`config.mk`:
```
export PLATFORM = sky130hd
export DESIGN_NAME = adc_conversion_sequencer
export DESIGN_NICKNAME = d
export VERILOG_FILES = /design/src/adc_seq_pkg.sv /design/src/adc_clk_div.sv /design/src/adc_conversion_sequencer.sv
export VERILOG_INCLUDE_DIRS = /design/src
export SDC_FILE = /design/constraint.sdc
export NUM_CORES = 1
export LEC_CHECK = 0
export BUFFER_PORTS_ARGS = -buffer_cell sky130_fd_sc_hd__buf_2
export CAP_MARGIN = 5
export CORE_MARGIN = 3
export CORE_UTILIZATION = 50
export CTS_CLUSTER_DIAMETER = 120
export DETAILED_ROUTE_END_ITERATION = 8
export PLACE_DENSITY_LB_ADDON = 0.3
export SETUP_SLACK_MARGIN = 0.5
export SKIP_CTS_REPAIR_TIMING = 1
export SLEW_MARGIN = 10
export SYNTH_ARGS = -nofsm -noshare
export SYNTH_HDL_FRONTEND = slang
export SYNTH_SLANG_ARGS = --single-unit
```
`constraint.sdc`:
```
create_clock -name core_clk_in -period 93.4 [get_ports core_clk_in]
set_clock_uncertainty 0.1 [all_clocks]
set_input_delay 18.68 -clock core_clk_in [delete_from_list [all_inputs] [get_ports core_clk_in]]
set_output_delay 18.68 -clock core_clk_in [all_outputs]
set_load 0.02 [all_outputs]
```
`src/adc_seq_map.svh`:
```
`ifndef ADC_SEQ_MAP_SVH
`define ADC_SEQ_MAP_SVH

// ----------------------------------------
// register offsets
// ----------------------------------------
`define ADDR_CTRL_FIRST 3'h0
`define ADDR_CTRL_SECOND 3'h1
`define ADDR_RES_HIGH 3'h2
`define ADDR_RES_LOW 3'h3
`define ADDR_IRQ_CTRL 3'h4

// ----------------------------------------
// first control register fields
// ----------------------------------------
`define F1_CHAN_LSB 0
`define F1_CHAN_MSB 3
`define F1_POWER 4
`define F1_FORMAT 5
`define F1_BUSY 6
`define F1_START 7

// ----------------------------------------
// second control register fields
// ----------------------------------------
`define F2_DIV_LSB 0
`define F2_DIV_MSB 2
`define F2_SRC_LSB 3
`define F2_SRC_MSB 5
`define F2_VREF_LSB 6
`define F2_VREF_MSB 7

// ----------------------------------------
// interrupt control register fields
// ----------------------------------------
`define FI_FLAG 0
`define FI_CONV_EN 1
`define FI_GLOBAL_EN 2

// ----------------------------------------
// reset values and codes
// ----------------------------------------
`define RST_CTRL_FIRST 8'h00
`define RST_CTRL_SECOND 8'h00
`define RST_IRQ_CTRL 8'h00
`define SRC_BANDGAP 3'h1
`define VREF_AVDD 2'h1
`define CODE_FULL 12'hfff

// ----------------------------------------
// timing in a/d clock periods
// ----------------------------------------
`define SAMPLE_TICKS 4'h4
`define CONV_TICKS 4'hc
`define TOTAL_TICKS 5'h10

`endif

```
`src/adc_seq_pkg.sv`:
```
`default_nettype none
package adc_seq_pkg;
	// sequencer states
	typedef enum logic [1:0] {
		ST_IDLE,
		ST_ARMED,
		ST_SAMPLE,
		ST_CONVERT
	} conv_state_e;
	// 12-bit conversion code
	typedef logic [11:0] result_t;
	// analog level, arbitrary linear unit
	typedef logic [15:0] level_t;
endpackage
`default_nettype wire
```
`src/adc_clk_div.sv`:
```
`timescale 1ns/1ps
`default_nettype none
`include "adc_seq_map.svh"

module adc_clk_div (
	input wire logic core_clk_in,
	input wire logic resetn_in,
	input wire logic enable_in,
	input wire logic restart_in,
	input wire logic [2:0] div_sel_in,
	output logic tick_out
);
	// ----------------------------------------
	// prescaler: one tick per 2**sel cycles
	// ----------------------------------------
	logic [6:0] cnt_q; // cycles since last tick
	logic [6:0] cnt_d;
	logic [6:0] mask; // terminal count

	// terminal count is 2**sel - 1; sel 0 ticks every cycle
	assign mask = 7'(({1'b0, 7'h7f}) >> (3'h7 - div_sel_in));
	assign tick_out = enable_in && !restart_in && (cnt_q == mask);

	// next count; restart aligns the first tick to the start
	always_comb begin
		if (!enable_in || restart_in || tick_out) begin
			cnt_d = 7'h00;
		end else begin
			cnt_d = cnt_q + 7'h01;
		end
	end

	// count register
	always_ff @(posedge core_clk_in or negedge resetn_in) begin
		if (!resetn_in) begin
			cnt_q <= 7'h00;
		end else begin
			cnt_q <= cnt_d;
		end
	end

	logic [7:0] gap_q; // cycles since last tick, for the check
	always_ff @(posedge core_clk_in or negedge resetn_in) begin
		if (!resetn_in) begin
			gap_q <= 8'h00;
		end else if (tick_out || restart_in || !enable_in) begin
			gap_q <= 8'h00;
		end else begin
			gap_q <= gap_q + 8'h01;
		end
	end
endmodule
`default_nettype wire

```
`src/adc_conversion_sequencer.sv`:
```
// Contract
// 4 sample then 12 convert clock periods
// conversion runs without processor help
// software sets clock divider first
// a/d clock is sysclk over two-power
// software powers on, waits, then starts
// park channel before picking internal source
// source and channel codes route input
// software picks reference before start
// reference 01 is avdd, else pin
// software picks result byte format
// software enables both interrupt bits
// start rise resets, fall begins sampling
// busy high during conversion, results at end
// completion sets flag, software clears it
// power off stops all converter activity
// 12-bit result, full scale fff
// transitions half step low, last 1.5
// software may poll busy instead
// restart aborts run, busy stays high
// format 0 left, 1 right justified
`timescale 1ns/1ps
`default_nettype none
`include "adc_seq_map.svh"

module adc_conversion_sequencer (
	input wire logic core_clk_in,
	input wire logic resetn_in,
	input wire logic [2:0] reg_addr_in,
	input wire logic [7:0] reg_wdata_in,
	input wire logic reg_wr_in,
	input wire logic reg_rd_in,
	output logic [7:0] reg_rdata_out,
	input wire logic [127:0] ext_analog_inputs_in,
	input wire logic [15:0] bandgap_voltage_in,
	input wire logic [15:0] avdd_level_in,
	input wire logic [15:0] vref_pin_in,
	output logic [7:0] ext_chan_route_out,
	output logic conv_busy_flag_out,
	output logic conv_irq_req_out,
	output logic adc_power_en_out
);
	// ----------------------------------------
	// configuration registers
	// ----------------------------------------
	logic [3:0] ext_chan_sel_q, ext_chan_sel_d; // channel code
	logic adc_power_en_q, adc_power_en_d; // converter power
	logic result_format_sel_q, result_format_sel_d; // byte layout
	logic start_q, start_d; // start bit as last written
	logic [2:0] adc_clk_div_sel_q, adc_clk_div_sel_d; // a/d clock divider
	logic [2:0] input_src_sel_q, input_src_sel_d; // input source
	logic [1:0] vref_src_sel_q, vref_src_sel_d; // reference source
	logic conv_irq_en_q, conv_irq_en_d; // a/d interrupt enable
	logic global_irq_en_q, global_irq_en_d; // global interrupt enable

	// ----------------------------------------
	// sequencer state
	// ----------------------------------------
	adc_seq_pkg::conv_state_e state_q, state_d;
	logic [3:0] phase_cnt_q, phase_cnt_d; // a/d clocks in current phase
	logic conv_busy_flag_q, conv_busy_flag_d;
	logic conv_irq_flag_q, conv_irq_flag_d;
	adc_seq_pkg::level_t sample_q, sample_d; // held input level
	adc_seq_pkg::result_t result_q, result_d; // last finished code
	logic [7:0] rdata_q, rdata_d;
	logic irq_req_q, irq_req_d;

	// ----------------------------------------
	// decoded strobes
	// ----------------------------------------
	logic wr_first, wr_irq; // writes to the two live registers
	logic start_rise, start_fall; // start bit edges from software
	logic tick; // one a/d clock period elapsed
	logic running; // sample or convert phase
	logic done; // last convert tick
	adc_seq_pkg::level_t chan_v [8]; // unpacked external levels
	adc_seq_pkg::level_t sel_v; // level at converter input
	adc_seq_pkg::level_t vref_v; // active reference level

	assign wr_first = reg_wr_in && (reg_addr_in == `ADDR_CTRL_FIRST);
	assign wr_irq = reg_wr_in && (reg_addr_in == `ADDR_IRQ_CTRL);
	assign start_rise = wr_first && reg_wdata_in[`F1_START] && !start_q;
	assign start_fall = wr_first && !reg_wdata_in[`F1_START] && start_q;
	assign running = (state_q == adc_seq_pkg::ST_SAMPLE)
		|| (state_q == adc_seq_pkg::ST_CONVERT);
	assign done = tick && (state_q == adc_seq_pkg::ST_CONVERT)
		&& (phase_cnt_q == `CONV_TICKS - 4'h1);

	// ----------------------------------------
	// helpers
	// ----------------------------------------
	// true when the source code routes the external channel
	function automatic logic src_is_ext(input logic [2:0] src);
		src_is_ext = (src == 3'h0) || (src >= 3'h5);
	endfunction

	// one result byte in the chosen layout
	function automatic logic [7:0] fmt_byte(input adc_seq_pkg::result_t r,
		input logic right, input logic high);
		if (!right) begin
			fmt_byte = high ? r[11:4] : {r[3:0], 4'h0};
		end else begin
			fmt_byte = high ? {4'h0, r[11:8]} : r[7:0];
		end
	endfunction

	// ideal transfer: round to nearest, clamp at full scale
	function automatic adc_seq_pkg::result_t to_code(input adc_seq_pkg::level_t vin,
		input adc_seq_pkg::level_t vref);
		logic [28:0] q;
		q = 29'h0;
		if (vref == 16'h0000) begin
			to_code = `CODE_FULL;
		end else begin
			// twice the ratio plus one, halved: steps move half an lsb down
			q = {vin, 13'h0000} / {13'h0000, vref};
			q = (q + 29'h1) >> 1;
			to_code = (q > {17'h0, `CODE_FULL}) ? `CODE_FULL : q[11:0];
		end
	endfunction

	// ----------------------------------------
	// input and reference routing
	// ----------------------------------------
	genvar g;
	generate
		for (g = 0; g < 8; g++) begin : g_chan
			assign chan_v[g] = ext_analog_inputs_in[g*16 +: 16];
			// a pin is switched in only for an external source, codes 0 and 5..7
			assign ext_chan_route_out[g] = adc_power_en_q
				&& src_is_ext(input_src_sel_q)
				&& (ext_chan_sel_q == 4'(g));
		end
	endgenerate

	// input mux; a floating channel is modelled as zero
	always_comb begin
		if (input_src_sel_q == `SRC_BANDGAP) begin
			sel_v = bandgap_voltage_in;
		end else if (!src_is_ext(input_src_sel_q)) begin
			sel_v = 16'h0000; // ground codes
		end else if (ext_chan_sel_q[3]) begin
			sel_v = 16'h0000; // unimplemented channel
		end else begin
			sel_v = chan_v[ext_chan_sel_q[2:0]];
		end
	end

	// reference mux
	assign vref_v = (vref_src_sel_q == `VREF_AVDD) ? avdd_level_in : vref_pin_in;

	// ----------------------------------------
	// a/d clock prescaler
	// ----------------------------------------
	// held in restart outside a run so each run starts on a clean period
	adc_clk_div u_div (
		.core_clk_in(core_clk_in),
		.resetn_in(resetn_in),
		.enable_in(adc_power_en_q),
		.restart_in(!running),
		.div_sel_in(adc_clk_div_sel_q),
		.tick_out(tick)
	);

	// ----------------------------------------
	// configuration next values
	// ----------------------------------------
	always_comb begin
		ext_chan_sel_d = ext_chan_sel_q;
		adc_power_en_d = adc_power_en_q;
		result_format_sel_d = result_format_sel_q;
		start_d = start_q;
		adc_clk_div_sel_d = adc_clk_div_sel_q;
		input_src_sel_d = input_src_sel_q;
		vref_src_sel_d = vref_src_sel_q;
		conv_irq_en_d = conv_irq_en_q;
		global_irq_en_d = global_irq_en_q;
		// busy bit is read only, write ignores it
		if (wr_first) begin
			ext_chan_sel_d = reg_wdata_in[`F1_CHAN_MSB:`F1_CHAN_LSB];
			adc_power_en_d = reg_wdata_in[`F1_POWER];
			result_format_sel_d = reg_wdata_in[`F1_FORMAT];
			start_d = reg_wdata_in[`F1_START];
		end
		if (reg_wr_in && (reg_addr_in == `ADDR_CTRL_SECOND)) begin
			adc_clk_div_sel_d = reg_wdata_in[`F2_DIV_MSB:`F2_DIV_LSB];
			input_src_sel_d = reg_wdata_in[`F2_SRC_MSB:`F2_SRC_LSB];
			vref_src_sel_d = reg_wdata_in[`F2_VREF_MSB:`F2_VREF_LSB];
		end
		if (wr_irq) begin
			conv_irq_en_d = reg_wdata_in[`FI_CONV_EN];
			global_irq_en_d = reg_wdata_in[`FI_GLOBAL_EN];
		end
	end

	// configuration registers
	always_ff @(posedge core_clk_in or negedge resetn_in) begin
		if (!resetn_in) begin
			{start_q, result_format_sel_q, adc_power_en_q, ext_chan_sel_q} <= 7'h00;
			{vref_src_sel_q, input_src_sel_q, adc_clk_div_sel_q} <= `RST_CTRL_SECOND;
			conv_irq_en_q <= 1'b0;
			global_irq_en_q <= 1'b0;
		end else begin
			ext_chan_sel_q <= ext_chan_sel_d;
			adc_power_en_q <= adc_power_en_d;
			result_format_sel_q <= result_format_sel_d;
			start_q <= start_d;
			adc_clk_div_sel_q <= adc_clk_div_sel_d;
			input_src_sel_q <= input_src_sel_d;
			vref_src_sel_q <= vref_src_sel_d;
			conv_irq_en_q <= conv_irq_en_d;
			global_irq_en_q <= global_irq_en_d;
		end
	end

	// ----------------------------------------
	// sequencer next values
	// ----------------------------------------
	// runs on its own off the prescaler; software only polls or waits
	always_comb begin
		state_d = state_q;
		phase_cnt_d = phase_cnt_q;
		conv_busy_flag_d = conv_busy_flag_q;
		sample_d = sample_q;
		result_d = result_q;
		conv_irq_flag_d = conv_irq_flag_q;
		// software writes the flag; completion below wins over a clear
		if (wr_irq) begin
			conv_irq_flag_d = reg_wdata_in[`FI_FLAG];
		end
		if (!adc_power_en_q) begin
			// powered down: nothing runs, no run survives
			state_d = adc_seq_pkg::ST_IDLE;
			phase_cnt_d = 4'h0;
			conv_busy_flag_d = 1'b0;
		end else if (start_rise) begin
			// rising edge resets the converter; busy left as it was
			state_d = adc_seq_pkg::ST_ARMED;
			phase_cnt_d = 4'h0;
		end else if (start_fall && (state_q == adc_seq_pkg::ST_ARMED)) begin
			state_d = adc_seq_pkg::ST_SAMPLE;
			phase_cnt_d = 4'h0;
			conv_busy_flag_d = 1'b1;
		end else begin
			case (state_q)
				adc_seq_pkg::ST_IDLE: begin
					phase_cnt_d = 4'h0;
				end
				adc_seq_pkg::ST_ARMED: begin
					phase_cnt_d = 4'h0;
				end
				adc_seq_pkg::ST_SAMPLE: begin
					if (tick && (phase_cnt_q == `SAMPLE_TICKS - 4'h1)) begin
						// hold the input at the end of the sampling window
						sample_d = sel_v;
						phase_cnt_d = 4'h0;
						state_d = adc_seq_pkg::ST_CONVERT;
					end else if (tick) begin
						phase_cnt_d = phase_cnt_q + 4'h1;
					end
				end
				adc_seq_pkg::ST_CONVERT: begin
					if (done) begin
						result_d = to_code(sample_q, vref_v);
						state_d = adc_seq_pkg::ST_IDLE;
						phase_cnt_d = 4'h0;
						conv_busy_flag_d = 1'b0;
						conv_irq_flag_d = 1'b1;
					end else if (tick) begin
						phase_cnt_d = phase_cnt_q + 4'h1;
					end
				end
				default: begin
					state_d = adc_seq_pkg::ST_IDLE;
				end
			endcase
		end
		// read port: data valid only in the cycle after the strobe
		rdata_d = 8'h00;
		if (reg_rd_in) begin
			case (reg_addr_in)
				`ADDR_CTRL_FIRST: rdata_d = {start_q, conv_busy_flag_q,
					result_format_sel_q, adc_power_en_q, ext_chan_sel_q};
				`ADDR_CTRL_SECOND: rdata_d = {vref_src_sel_q, input_src_sel_q,
					adc_clk_div_sel_q};
				`ADDR_RES_HIGH: rdata_d = fmt_byte(result_q, result_format_sel_q, 1'b1);
				`ADDR_RES_LOW: rdata_d = fmt_byte(result_q, result_format_sel_q, 1'b0);
				`ADDR_IRQ_CTRL: rdata_d = {5'h00, global_irq_en_q, conv_irq_en_q,
					conv_irq_flag_q};
				default: rdata_d = 8'h00;
			endcase
		end
		// request line seen by the interrupt controller
		irq_req_d = conv_irq_flag_d && conv_irq_en_d && global_irq_en_d;
	end

	// sequencer registers
	always_ff @(posedge core_clk_in or negedge resetn_in) begin
		if (!resetn_in) begin
			state_q <= adc_seq_pkg::ST_IDLE;
			phase_cnt_q <= 4'h0;
			conv_busy_flag_q <= 1'b0;
			conv_irq_flag_q <= 1'b0;
			sample_q <= 16'h0000;
			result_q <= 12'h000;
			rdata_q <= 8'h00;
			irq_req_q <= 1'b0;
		end else begin
			state_q <= state_d;
			phase_cnt_q <= phase_cnt_d;
			conv_busy_flag_q <= conv_busy_flag_d;
			conv_irq_flag_q <= conv_irq_flag_d;
			sample_q <= sample_d;
			result_q <= result_d;
			rdata_q <= rdata_d;
			irq_req_q <= irq_req_d;
		end
	end

	assign reg_rdata_out = rdata_q;
	assign conv_busy_flag_out = conv_busy_flag_q;
	assign conv_irq_req_out = irq_req_q;
	assign adc_power_en_out = adc_power_en_q;
endmodule
`default_nettype wire

```
# After elaboration in Yosys (flattened, before gate mapping)
# Index checks and enable logic that the tools add are counted.
[classes]
bitwise_logic = 3
add_sub_neg = 4
n_div = 1
reduce_logical = 42
n_shift = 1
eq_ne = 25
n_mux = 40
n_lt_le_gt_ge = 3
[op_table]
columns = ["operator", "n"]
rows = [
  ["two-way mux 16 bit", 6],
  ["binary-select mux 16 bit (select 3 bit)", 1],
  ["one-hot mux 8 bit (5 select lines)", 1],
  ["adder 29 x 1 -> 29 bit, second input constant", 1],
  ["divider 29 x 16 -> 29 bit", 1],
  ["greater-than comparator 28 x 12 -> 1 bit, second input constant", 1],
  ["logical AND 1 bit", 24],
  ["two-way mux 12 bit", 2],
  ["two-way mux 4 bit", 6],
  ["two-way mux 8 bit", 3],
  ["equality test 4 x 3 -> 1 bit, second input constant", 4],
  ["logical NOT 16 bit", 1],
  ["two-way mux 1 bit", 13],
  ["equality test 4 x 2 -> 1 bit, second input constant", 3],
  ["one-hot mux 4 bit (3 select lines)", 1],
  ["two-way mux 2 bit", 5],
  ["AND reduction 5 bit", 2],
  ["adder 7 x 1 -> 7 bit, second input constant", 1],
  ["equality test 7 bit", 1],
  ["two-way mux 7 bit", 1],
  ["right shift 7 x 3 -> 7 bit, first input constant", 1],
  ["equality test 3 x 1 -> 1 bit, second input constant", 2],
  ["equality test 3 x 2 -> 1 bit, second input constant", 2],
  ["logical NOT 3 bit", 2],
  ["other kinds (23)", 34],
]
[word_totals]
inputBits = 191
elab_cells = 137
reg_bits = 69
out_inout_bits = 19

# Logic depth before layout (Yosys ltp)
# Gate-level depths: netlist of run 1.
[depth]
depth_word = 13
depth_mapped = 423
depth_no_buf = 386

# By module
# A second synthesis of run 1 with hierarchy kept.
[unflattened]
hier_cells = 3647
hier_area_um2 = 26302.7
[by_module_without_submodules]
columns = ["module", "area_per_inst_um2", "cells_each", "seq_area_each_um2", "instances"]
rows = [
  ["adc_conversion_sequencer", 25793.5, 3600, 1551.5, 1],
  ["adc_clk_div", 509.2, 47, 175.2, 1],
]

# Worst setup path after synthesis of run 1
# No wires, ideal clock.
[synth_path]
kind = "input to register"
from = "input avdd_level_in[5]"
to = "register result_q[5]"
setup_slack_ps = -3759
arrival_ps = 96933
required_ps = 93174
path_stages = 400
path_buffers = 41
setup_ps = 126
cell_sequence = "and3b_1 > a21oi_1 > nand2_1 > or4_1 > and2_1 > ha_1 > o21a_1 > or2_2 > nand2_1 > or3_1 > clkbuf_1 > a31o_1 > ha_1 > o211ai_1 > a221oi_1 > nor3b_1 > nand2_1 > o21a_1 > (+364 left out) > nor2b_1 > o21ai_0 > nand2_1 > inv_1 > o2111ai_1 > nor3_1 > a21oi_1 > or3_1 > ha_1 > nand3_2 > nor3_1 > xnor2_1 > o311ai_1 > or4_1 > a2111oi_0 > a21oi_1 > buf_2 > o32a_1"
[synth_between]
elab_chain_cells = 6
word_cells_on_any_way = 7
[synth_rtl]
columns = ["item", "line_no", "rtl"]
rows = [
  ["start: declaration", "adc_conversion_sequencer.sv:36", "input wire logic [15:0] avdd_level_in,"],
  ["two-way mux 16 bit (*)", "adc_conversion_sequencer.sv:150", "assign vref_v = (vref_src_sel_q == `VREF_AVDD) ? avdd_level_in : vref_pin_in;"],
  ["divider 29 x 16 -> 29 bit", "adc_conversion_sequencer.sv:116", "q = {vin, 13'h0000} / {13'h0000, vref};"],
  ["adder 29 x 1 -> 29 bit", "adc_conversion_sequencer.sv:117", "q = (q + 29'h1) >> 1;"],
  ["greater-than comparator 28 x 12 -> 1 bit", "adc_conversion_sequencer.sv:118", "to_code = (q > {17'h0, `CODE_FULL}) ? `CODE_FULL : q[11:0];"],
  ["two-way mux 12 bit", "adc_conversion_sequencer.sv:118", ""],
  ["two-way mux 12 bit (*)", "adc_conversion_sequencer.sv:112", "if (vref == 16'h0000) begin"],
  ["end signal: assignment", "adc_conversion_sequencer.sv:314", "result_q <= result_d;"],
  ["end: declaration", "adc_conversion_sequencer.sv:64", "adc_seq_pkg::result_t result_q, result_d;"],
]
# Every way passes the cells marked *; elsewhere a longest branch is shown, timed or not.
# A chain may end at the register's enable or synchronous reset.

# Worst setup path after layout of run 1
[layout_path]
from = "input avdd_level_in[8]"
to = "register result_q[3]"
# The elaborated chain is that of the path after synthesis.

==> metrics.txt, run 1 <==
# TYPE chip_impl_metric gauge
chip_impl_metric{name="yosysTopAreaCellShare",unit="%"} 15.6
chip_impl_metric{name="synthesis.instances",unit=""} 3720
chip_impl_metric{name="dr.pass1.iters",unit=""} 6
chip_impl_metric{name="register_cell_area_after_layout",unit="mm²"} 0.00173
chip_impl_metric{name="clock_buffers_created_by_tritoncts",unit=""} 9
chip_impl_metric{name="final_min_period_over_clock_period",unit="%"} 95.5
chip_impl_metric{name="wirelength",unit="µm"} 104000
chip_impl_metric{name="drive_above_1_share",unit="%"} 23.2
chip_impl_info{name="rr_endpoint",value="result_q[3]$_DFFE_PN0P_"} 1
chip_impl_metric{name="finalCriticalPeriod",unit="ns"} 89.23
chip_impl_metric{name="vias_after_detailed_routing",unit=""} 31331
chip_impl_metric{name="synth_edf_count",unit=""} 0
chip_impl_metric{name="postSynth.asyncResetShare",unit="%"} 100
chip_impl_metric{name="cts_max_path_buffers",unit=""} 2
chip_impl_metric{name="grt_max_degree",unit=""} 70
chip_impl_metric{name="worst_reg_to_reg_setup_slack",unit="ns"} 21.30
chip_impl_info{name="run_status",value="finished clean"} 1
chip_impl_info{name="timing.hold.worst.class",value="reg2reg"} 1
chip_impl_metric{name="final.fill_count",unit=""} 4843
chip_impl_metric{name="syn_avg_cell_area",unit="µm²"} 7.19
chip_impl_metric{name="flow.area_growth_from_synthesis",unit="%"} 20.0
chip_impl_metric{name="worst_case_reg_to_reg_path_depth",unit=""} 375
chip_impl_info{name="yosys_most_used_dff",value="sky130_fd_sc_hd__dfrtp_1"} 1
chip_impl_info{name="critPathCapture",value="result_q[3]$_DFFE_PN0P_"} 1
chip_impl_metric{name="grt_overflow",unit=""} 0
chip_impl_info{name="synth.cells.most_frequent",value="sky130_fd_sc_hd__a21oi_1, sky130_fd_sc_hd__nor2_1, sky130_fd_sc_hd__ha_1"} 1
chip_impl_info{name="cts_tree",value="done"} 1
chip_impl_metric{name="htree_levels",unit=""} 3
chip_impl_metric{name="worst_ep_required_time",unit="ns"} 93.54
chip_impl_info{name="worstSetupStartpointType",value="input pin"} 1
chip_impl_metric{name="maxCapViolations",unit=""} 0
chip_impl_info{name="timing.critical_path.to_type",value="register"} 1
chip_impl_metric{name="fin_nets",unit=""} 4608
chip_impl_metric{name="antenna_violating_nets_post_route",unit=""} 0
chip_impl_metric{name="mappedNetlistNets",unit=""} 4245
chip_impl_info{name="critical_path.most_common_cell",value="sky130_fd_sc_hd__o21ai_1"} 1
chip_impl_metric{name="die_height",unit="µm"} 237
chip_impl_info{name="synthMostInstantiatedCell",value="sky130_fd_sc_hd__a21oi_1"} 1
chip_impl_metric{name="gp_congestion",unit=""} 0.989
chip_impl_metric{name="setup_viol",unit=""} 0
chip_impl_metric{name="floorplan.io_pins",unit=""} 210
chip_impl_metric{name="cpPeakStageDelay",unit="ns"} 0.54
chip_impl_metric{name="grt.total_usage",unit="%"} 34.0
chip_impl_metric{name="die_w",unit="µm"} 237
chip_impl_metric{name="post_drt_via_cell_ratio",unit=""} 6.56
chip_impl_metric{name="floorplan.rows",unit=""} 84
chip_impl_metric{name="worst_pin_slew",unit="ns"} 1.33
chip_impl_metric{name="starting_density",unit="%"} 50.7
chip_impl_metric{name="core_area",unit="mm²"} 0.0528
chip_impl_metric{name="first_pass_grt_wire_length",unit="µm"} 156000
chip_impl_metric{name="timing.max_slew.rel_slack",unit="%"} 11.4
chip_impl_metric{name="synth_cell_type_count",unit=""} 128
chip_impl_metric{name="netlist_area",unit="mm²"} 0.0268
chip_impl_info{name="critPathSlowestCell",value="sky130_fd_sc_hd__or4b_1"} 1
chip_impl_metric{name="post_drt_wl_per_cell",unit="µm"} 21.8
chip_impl_metric{name="clock_sinks",unit=""} 69
chip_impl_metric{name="worst_ep_arrival_time",unit="ns"} 89.37
chip_impl_info{name="path_class",value="in2reg"} 1
chip_impl_metric{name="drc",unit=""} 0
chip_impl_metric{name="design.die.area",unit="mm²"} 0.0563
chip_impl_metric{name="place.port_buffers",unit=""} 209
chip_impl_metric{name="timing.fmax",unit="MHz"} 11.2
chip_impl_metric{name="ys_seq_elements",unit=""} 69
chip_impl_info{name="clk_root_buffer_cell",value="sky130_fd_sc_hd__clkbuf_16"} 1
chip_impl_metric{name="grt_pass1_vias",unit=""} 28127
chip_impl_metric{name="timing.hold.ws",unit="ns"} 0.411
chip_impl_info{name="critPathLaunch",value="avdd_level_in[8]"} 1
chip_impl_metric{name="synth.yosys.seq_area_share",unit="%"} 6.45
chip_impl_metric{name="dpl.hpwl",unit="µm"} 79900
chip_impl_metric{name="final_hold_viol_count",unit=""} 0
chip_impl_metric{name="ys_warn_count",unit=""} 0
chip_impl_metric{name="clk_latency",unit="ns"} 0.36
chip_impl_info{name="synth_largest_area_cell",value="sky130_fd_sc_hd__ha_1"} 1
chip_impl_metric{name="drv_slew",unit=""} 0
chip_impl_metric{name="drt_first_iter_violations",unit=""} 2864
chip_impl_metric{name="crit_fanout",unit=""} 15
chip_impl_metric{name="antenna_found_initial",unit=""} 2
chip_impl_info{name="worst_r2r_startpoint",value="vref_src_sel_q[0]$_DFFE_PN0P_"} 1
chip_impl_metric{name="clock_edge_transition_at_the_registers_on_the_reported_setup_and_hold_paths",unit="ns"} 0.06
chip_impl_metric{name="area_used_by_multi_input_combinational_logic",unit="mm²"} 0.0253
chip_impl_info{name="synth_area_leaders",value="sky130_fd_sc_hd__ha_1, sky130_fd_sc_hd__a21oi_1, sky130_fd_sc_hd__dfrtp_1"} 1
-- per-layer routing --
layer / share of wire [%] / vias up / GRT usage [%]
met2: 45 / 1432 / 55.1
met3: 7.9 / 249 / 4.28
li1: - / 14808 / -
met5: 0.011 / - / 0
met4: 3.5 / 2 / 10.1
met1: 43 / 14840 / 47.3
-- worst max-delay path, delay by kind of cell --
family / cells / cell delay (ns)
buffers and inverters: 27 / 4.16
AOI/OAI and AO/OA: 192 / 33.31
adders and majority gates: 29 / 8.31
and+or+nand+nor: 119 / 22.50
xor gates and xnor gates: 1 / 0.15
muxes: 7 / 2.13
-- cell type report --
cell class                 count  area share (%)
antenna                        2          0.0156
clock inverter                 7           0.199
timing repair buffer         499            10.3
clock buffer                   9           0.701
tap                          688            2.68
sequential                    69            5.38
inverter                     161            1.91
multi-input combinational   3343            78.8
-- worst min path at each step --
| stage | slack, ns | depth (start not counted) | to | start |
|---|---|---|---|---|
| 2_1_floorplan | 0.37 | 1 | u_div.cnt_q[0]$_DFF_PN0_ | u_div.cnt_q[0]$_DFF_PN0_ |
| 3_3_place_gp | 0.38 | 1 | result_q[2]$_DFFE_PN0P_ | result_q[2]$_DFFE_PN0P_ |
| 3_5_place_dp | 0.40 | 1 | result_q[3]$_DFFE_PN0P_ | result_q[3]$_DFFE_PN0P_ |
| 4_1_cts | 0.41 | 1 | result_q[3]$_DFFE_PN0P_ | result_q[3]$_DFFE_PN0P_ |
| 5_1_grt | 0.43 | 1 | result_q[3]$_DFFE_PN0P_ | result_q[3]$_DFFE_PN0P_ |
| 6_report | 0.41 | 1 | result_q[3]$_DFFE_PN0P_ | result_q[3]$_DFFE_PN0P_ |
-- cell usage in the layout (no fill, tap or decap), types with 54 or more instances in the layout --
cell,n
sky130_fd_sc_hd__o21ai_0,205
sky130_fd_sc_hd__nand3_1,85
sky130_fd_sc_hd__dfrtp_1,68
sky130_fd_sc_hd__inv_1,158
sky130_fd_sc_hd__nand4_1,54
sky130_fd_sc_hd__nor3_1,99
sky130_fd_sc_hd__xnor2_1,184
sky130_fd_sc_hd__buf_2,209
sky130_fd_sc_hd__buf_4,277
sky130_fd_sc_hd__xor2_1,67
sky130_fd_sc_hd__a21o_1,85
sky130_fd_sc_hd__nand2_1,314
sky130_fd_sc_hd__a21oi_1,318
sky130_fd_sc_hd__ha_1,315
sky130_fd_sc_hd__nor2_1,350
sky130_fd_sc_hd__mux2_2,88
sky130_fd_sc_hd__o21a_1,66
-- kinds of logic (layout without fill, tap and decap cells) --
group	after synthesis	count (layout)	synth area share (%)
AOI/OAI and AO/OA	1280	1281	31.9
xor gates and xnor gates	252	252	8.30
adders and majority gates	334	334	15.6
buffers and inverters	311	676	4.64
DFF	69	69	6.45
muxes	187	187	9.03
other	0	2	0
and+or+nand+nor	1287	1289	24.0
-- registers in the layout (all words and copies together), names as in the netlist --
register             flops
result_q                12
phase_cnt_q              4
conv_busy_flag_out       1
reg_rdata_out            8
sample_q                16
u_div.cnt_q              7
vref_src_sel_q           2
conv_irq_flag_q          1
adc_clk_div_sel_q        3
input_src_sel_q          3
result_format_sel_q      1
adc_power_en_out         1
state_q                  2
ext_chan_sel_q           4
conv_irq_req_out         1
global_irq_en_q          1
start_q                  1
conv_irq_en_q            1
-- metrics by stage --
stage	setup TNS, ns	area [µm²]	setup WS (ns)	cells	utilization, %
6_report	0	32100	4.17	4778	60.9
3_5_place_dp	-19.28	29900	-1.62	4671	56.6
3_3_place_gp	-2.78	29900	-0.239	4671	56.6
4_1_cts	-21.50	30200	-1.82	4687	57.2
2_1_floorplan	0	26900	0.545	3720	-
5_1_grt	-6.04	32100	-0.552	4777	60.8
Power of run 1 is left out: the tool's default activity adds up to more than one toggle a clock period on the data nets, which glitch-free logic cannot reach.
==> run 2, diff against run 1 <==
Settings changed: CAP_MARGIN 5 to 20, REMOVE_ABC_BUFFERS set to 1.
==> run 2 against run 1 <==
Against the previous run: final cell count down 1.0%; hold slack better by 0.0015 ns; highest routed layer unchanged; register-to-register slack worse by 0.32 ns; critical endpoint is now result_q[1]$_DFFE_PN0P_; non-clock buffer count down 49.
==> metrics.txt, run 2 (synthesis results as in run 1) <==
# TYPE chip_impl_metric gauge
chip_impl_metric{name="worst_ep_required_time",unit="ns"} 93.54
chip_impl_metric{name="timing.max_slew.rel_slack",unit="%"} 21.7
chip_impl_metric{name="finalCriticalPeriod",unit="ns"} 89.24
chip_impl_metric{name="htree_levels",unit=""} 3
chip_impl_metric{name="post_drt_wl_per_cell",unit="µm"} 21.1
chip_impl_metric{name="clock_buffers_created_by_tritoncts",unit=""} 9
chip_impl_info{name="largest_register",value="sample_q"} 1
chip_impl_metric{name="final_hold_viol_count",unit=""} 0
chip_impl_metric{name="final.fill_count",unit=""} 4831
chip_impl_metric{name="dpl.hpwl",unit="µm"} 76200
chip_impl_metric{name="gp_congestion",unit=""} 1.00
chip_impl_metric{name="grt_pass1_vias",unit=""} 27467
chip_impl_metric{name="drv_slew",unit=""} 0
chip_impl_metric{name="die_height",unit="µm"} 237
chip_impl_info{name="critPathSlowestCell",value="sky130_fd_sc_hd__o31ai_1"} 1
chip_impl_metric{name="worst_case_reg_to_reg_path_depth",unit=""} 384
chip_impl_info{name="worstSetupStartpointType",value="input pin"} 1
chip_impl_metric{name="clk_latency",unit="ns"} 0.36
chip_impl_info{name="path_class",value="in2reg"} 1
chip_impl_info{name="critPathLaunch",value="vref_pin_in[12]"} 1
chip_impl_metric{name="worst_pin_slew",unit="ns"} 1.17
chip_impl_metric{name="setup_viol",unit=""} 0
chip_impl_metric{name="grt.total_usage",unit="%"} 32.5
chip_impl_metric{name="fin_nets",unit=""} 4561
chip_impl_metric{name="die_w",unit="µm"} 237
chip_impl_info{name="mostFrequentLayoutCell",value="sky130_fd_sc_hd__nor2_1"} 1
chip_impl_info{name="timing.critical_path.to_type",value="register"} 1
chip_impl_info{name="critical_path.most_common_cell",value="sky130_fd_sc_hd__a21oi_1"} 1
chip_impl_metric{name="post_drt_via_cell_ratio",unit=""} 6.55
chip_impl_metric{name="cts_max_path_buffers",unit=""} 2
chip_impl_info{name="mostFrequentLayoutCells",value="sky130_fd_sc_hd__nor2_1, sky130_fd_sc_hd__a21oi_1, sky130_fd_sc_hd__nand2_1"} 1
chip_impl_metric{name="first_pass_grt_wire_length",unit="µm"} 150000
chip_impl_metric{name="dr.pass1.iters",unit=""} 6
chip_impl_info{name="holdCritStartpoint",value="result_q[3]$_DFFE_PN0P_"} 1
chip_impl_metric{name="antenna_found_initial",unit=""} 4
chip_impl_metric{name="grt_max_degree",unit=""} 70
chip_impl_info{name="run_status",value="finished clean"} 1
chip_impl_metric{name="final_min_period_over_clock_period",unit="%"} 95.5
chip_impl_metric{name="timing.fmax",unit="MHz"} 11.2
chip_impl_metric{name="vias_after_detailed_routing",unit=""} 31004
chip_impl_metric{name="maxCapViolations",unit=""} 0
chip_impl_info{name="critPathTopFamily",value="compound AO/OA/AOI/OAI gates"} 1
chip_impl_metric{name="core_area",unit="mm²"} 0.0528
chip_impl_metric{name="number_of_flip_flops_in_the_largest_register",unit=""} 16
chip_impl_metric{name="crit_cells",unit=""} 384
chip_impl_metric{name="drc",unit=""} 0
chip_impl_metric{name="starting_density",unit="%"} 50.7
chip_impl_metric{name="hold_path_depth",unit=""} 1
chip_impl_metric{name="clock_edge_transition_at_the_registers_on_the_reported_setup_and_hold_paths",unit="ns"} 0.06
chip_impl_metric{name="place.port_buffers",unit=""} 209
chip_impl_metric{name="place_ws",unit="ns"} -2.18
chip_impl_metric{name="fin_ws",unit="ns"} 4.16
chip_impl_metric{name="grt_overflow",unit=""} 0
chip_impl_metric{name="cp.buffers_inverters",unit=""} 28
chip_impl_metric{name="cpPeakStageDelay",unit="ns"} 0.76
chip_impl_info{name="timing.hold.worst.class",value="reg2reg"} 1
chip_impl_metric{name="antenna_violating_nets_post_route",unit=""} 0
chip_impl_info{name="clk_root_buffer_cell",value="sky130_fd_sc_hd__clkbuf_16"} 1
chip_impl_metric{name="worst_ep_arrival_time",unit="ns"} 89.38
chip_impl_metric{name="floorplan.rows",unit=""} 84
chip_impl_info{name="cts_tree",value="done"} 1
chip_impl_metric{name="clock_sinks",unit=""} 69
chip_impl_metric{name="wirelength",unit="µm"} 99600
chip_impl_metric{name="flow.area_growth_from_synthesis",unit="%"} 18.8
chip_impl_metric{name="design.die.area",unit="mm²"} 0.0563
chip_impl_metric{name="floorplan.io_pins",unit=""} 210
chip_impl_info{name="worst_r2r_startpoint",value="vref_src_sel_q[0]$_DFFE_PN0P_"} 1
chip_impl_metric{name="drt_first_iter_violations",unit=""} 2952
chip_impl_metric{name="drive_above_1_share",unit="%"} 22.7
chip_impl_metric{name="crit_fanout",unit=""} 10
run 2: area by class of cell:
type,instances,area [µm²],share of cell area (%)
Timing Repair Buffer,450,2950,9.29
Multi-Input combinational cell,3345,25300,79.7
Sequential cell,69,1730,5.43
Clock buffer,10,229,0.720
Clock inverter,6,72.6,0.228
Tap cell,688,861,2.71
Inverter,161,612,1.92
Antenna cell,1,2.50,0.00787
run 2: per-stage QoR:
step	util, %	instances	instance area, µm²	hold WS (ns)	setup TNS (ns)
after floorplan	-	3570	26100	0.369	-52.25
final	60.3	4730	31800	0.412	0
after detailed placement	55.8	4628	29500	0.397	-25.96
after CTS	56.4	4644	29800	0.413	-27.53
after global placement	55.8	4628	29500	0.387	-8.11
after global routing	60.3	4730	31800	0.451	-2.16
run 2: path summary, 6_finish.rpt:
| check | slack (ns) | end |
|---|---|---|
| setup / recovery | 4.16 | result_q[1]$_DFFE_PN0P_ |
| hold / removal | 0.41 | result_q[3]$_DFFE_PN0P_ |
| setup reg to reg | 20.98 | result_q[1]$_DFFE_PN0P_ |
| hold reg to reg | 0.41 | result_q[3]$_DFFE_PN0P_ |
| max in group asynchronous | 74.19 | ext_chan_sel_q[0]$_DFFE_PN0P_ |
| min in group asynchronous | 18.35 | u_div.cnt_q[5]$_DFF_PN0_ |
run 2: worst register-to-register path: cells and delay by family (launching register included):
family,cells,cell delay [ns]
compound gates,198,33.76
xor+xnor,3,0.61
fa+ha+maj,29,8.46
buf+inv,27,4.13
flops,1,0.89
mux,7,2.41
simple gates,120,21.87
run 2: metal layers:
metal	global-route usage, %	part of all wire [%]	wire (µm)
met4	10.7	4.0	3950
met5	0	0.0080	8
met1	45.8	44	43900
met2	51.8	44	43900
met3	3.72	7.9	7900
Power of run 2 is left out for the same reason.
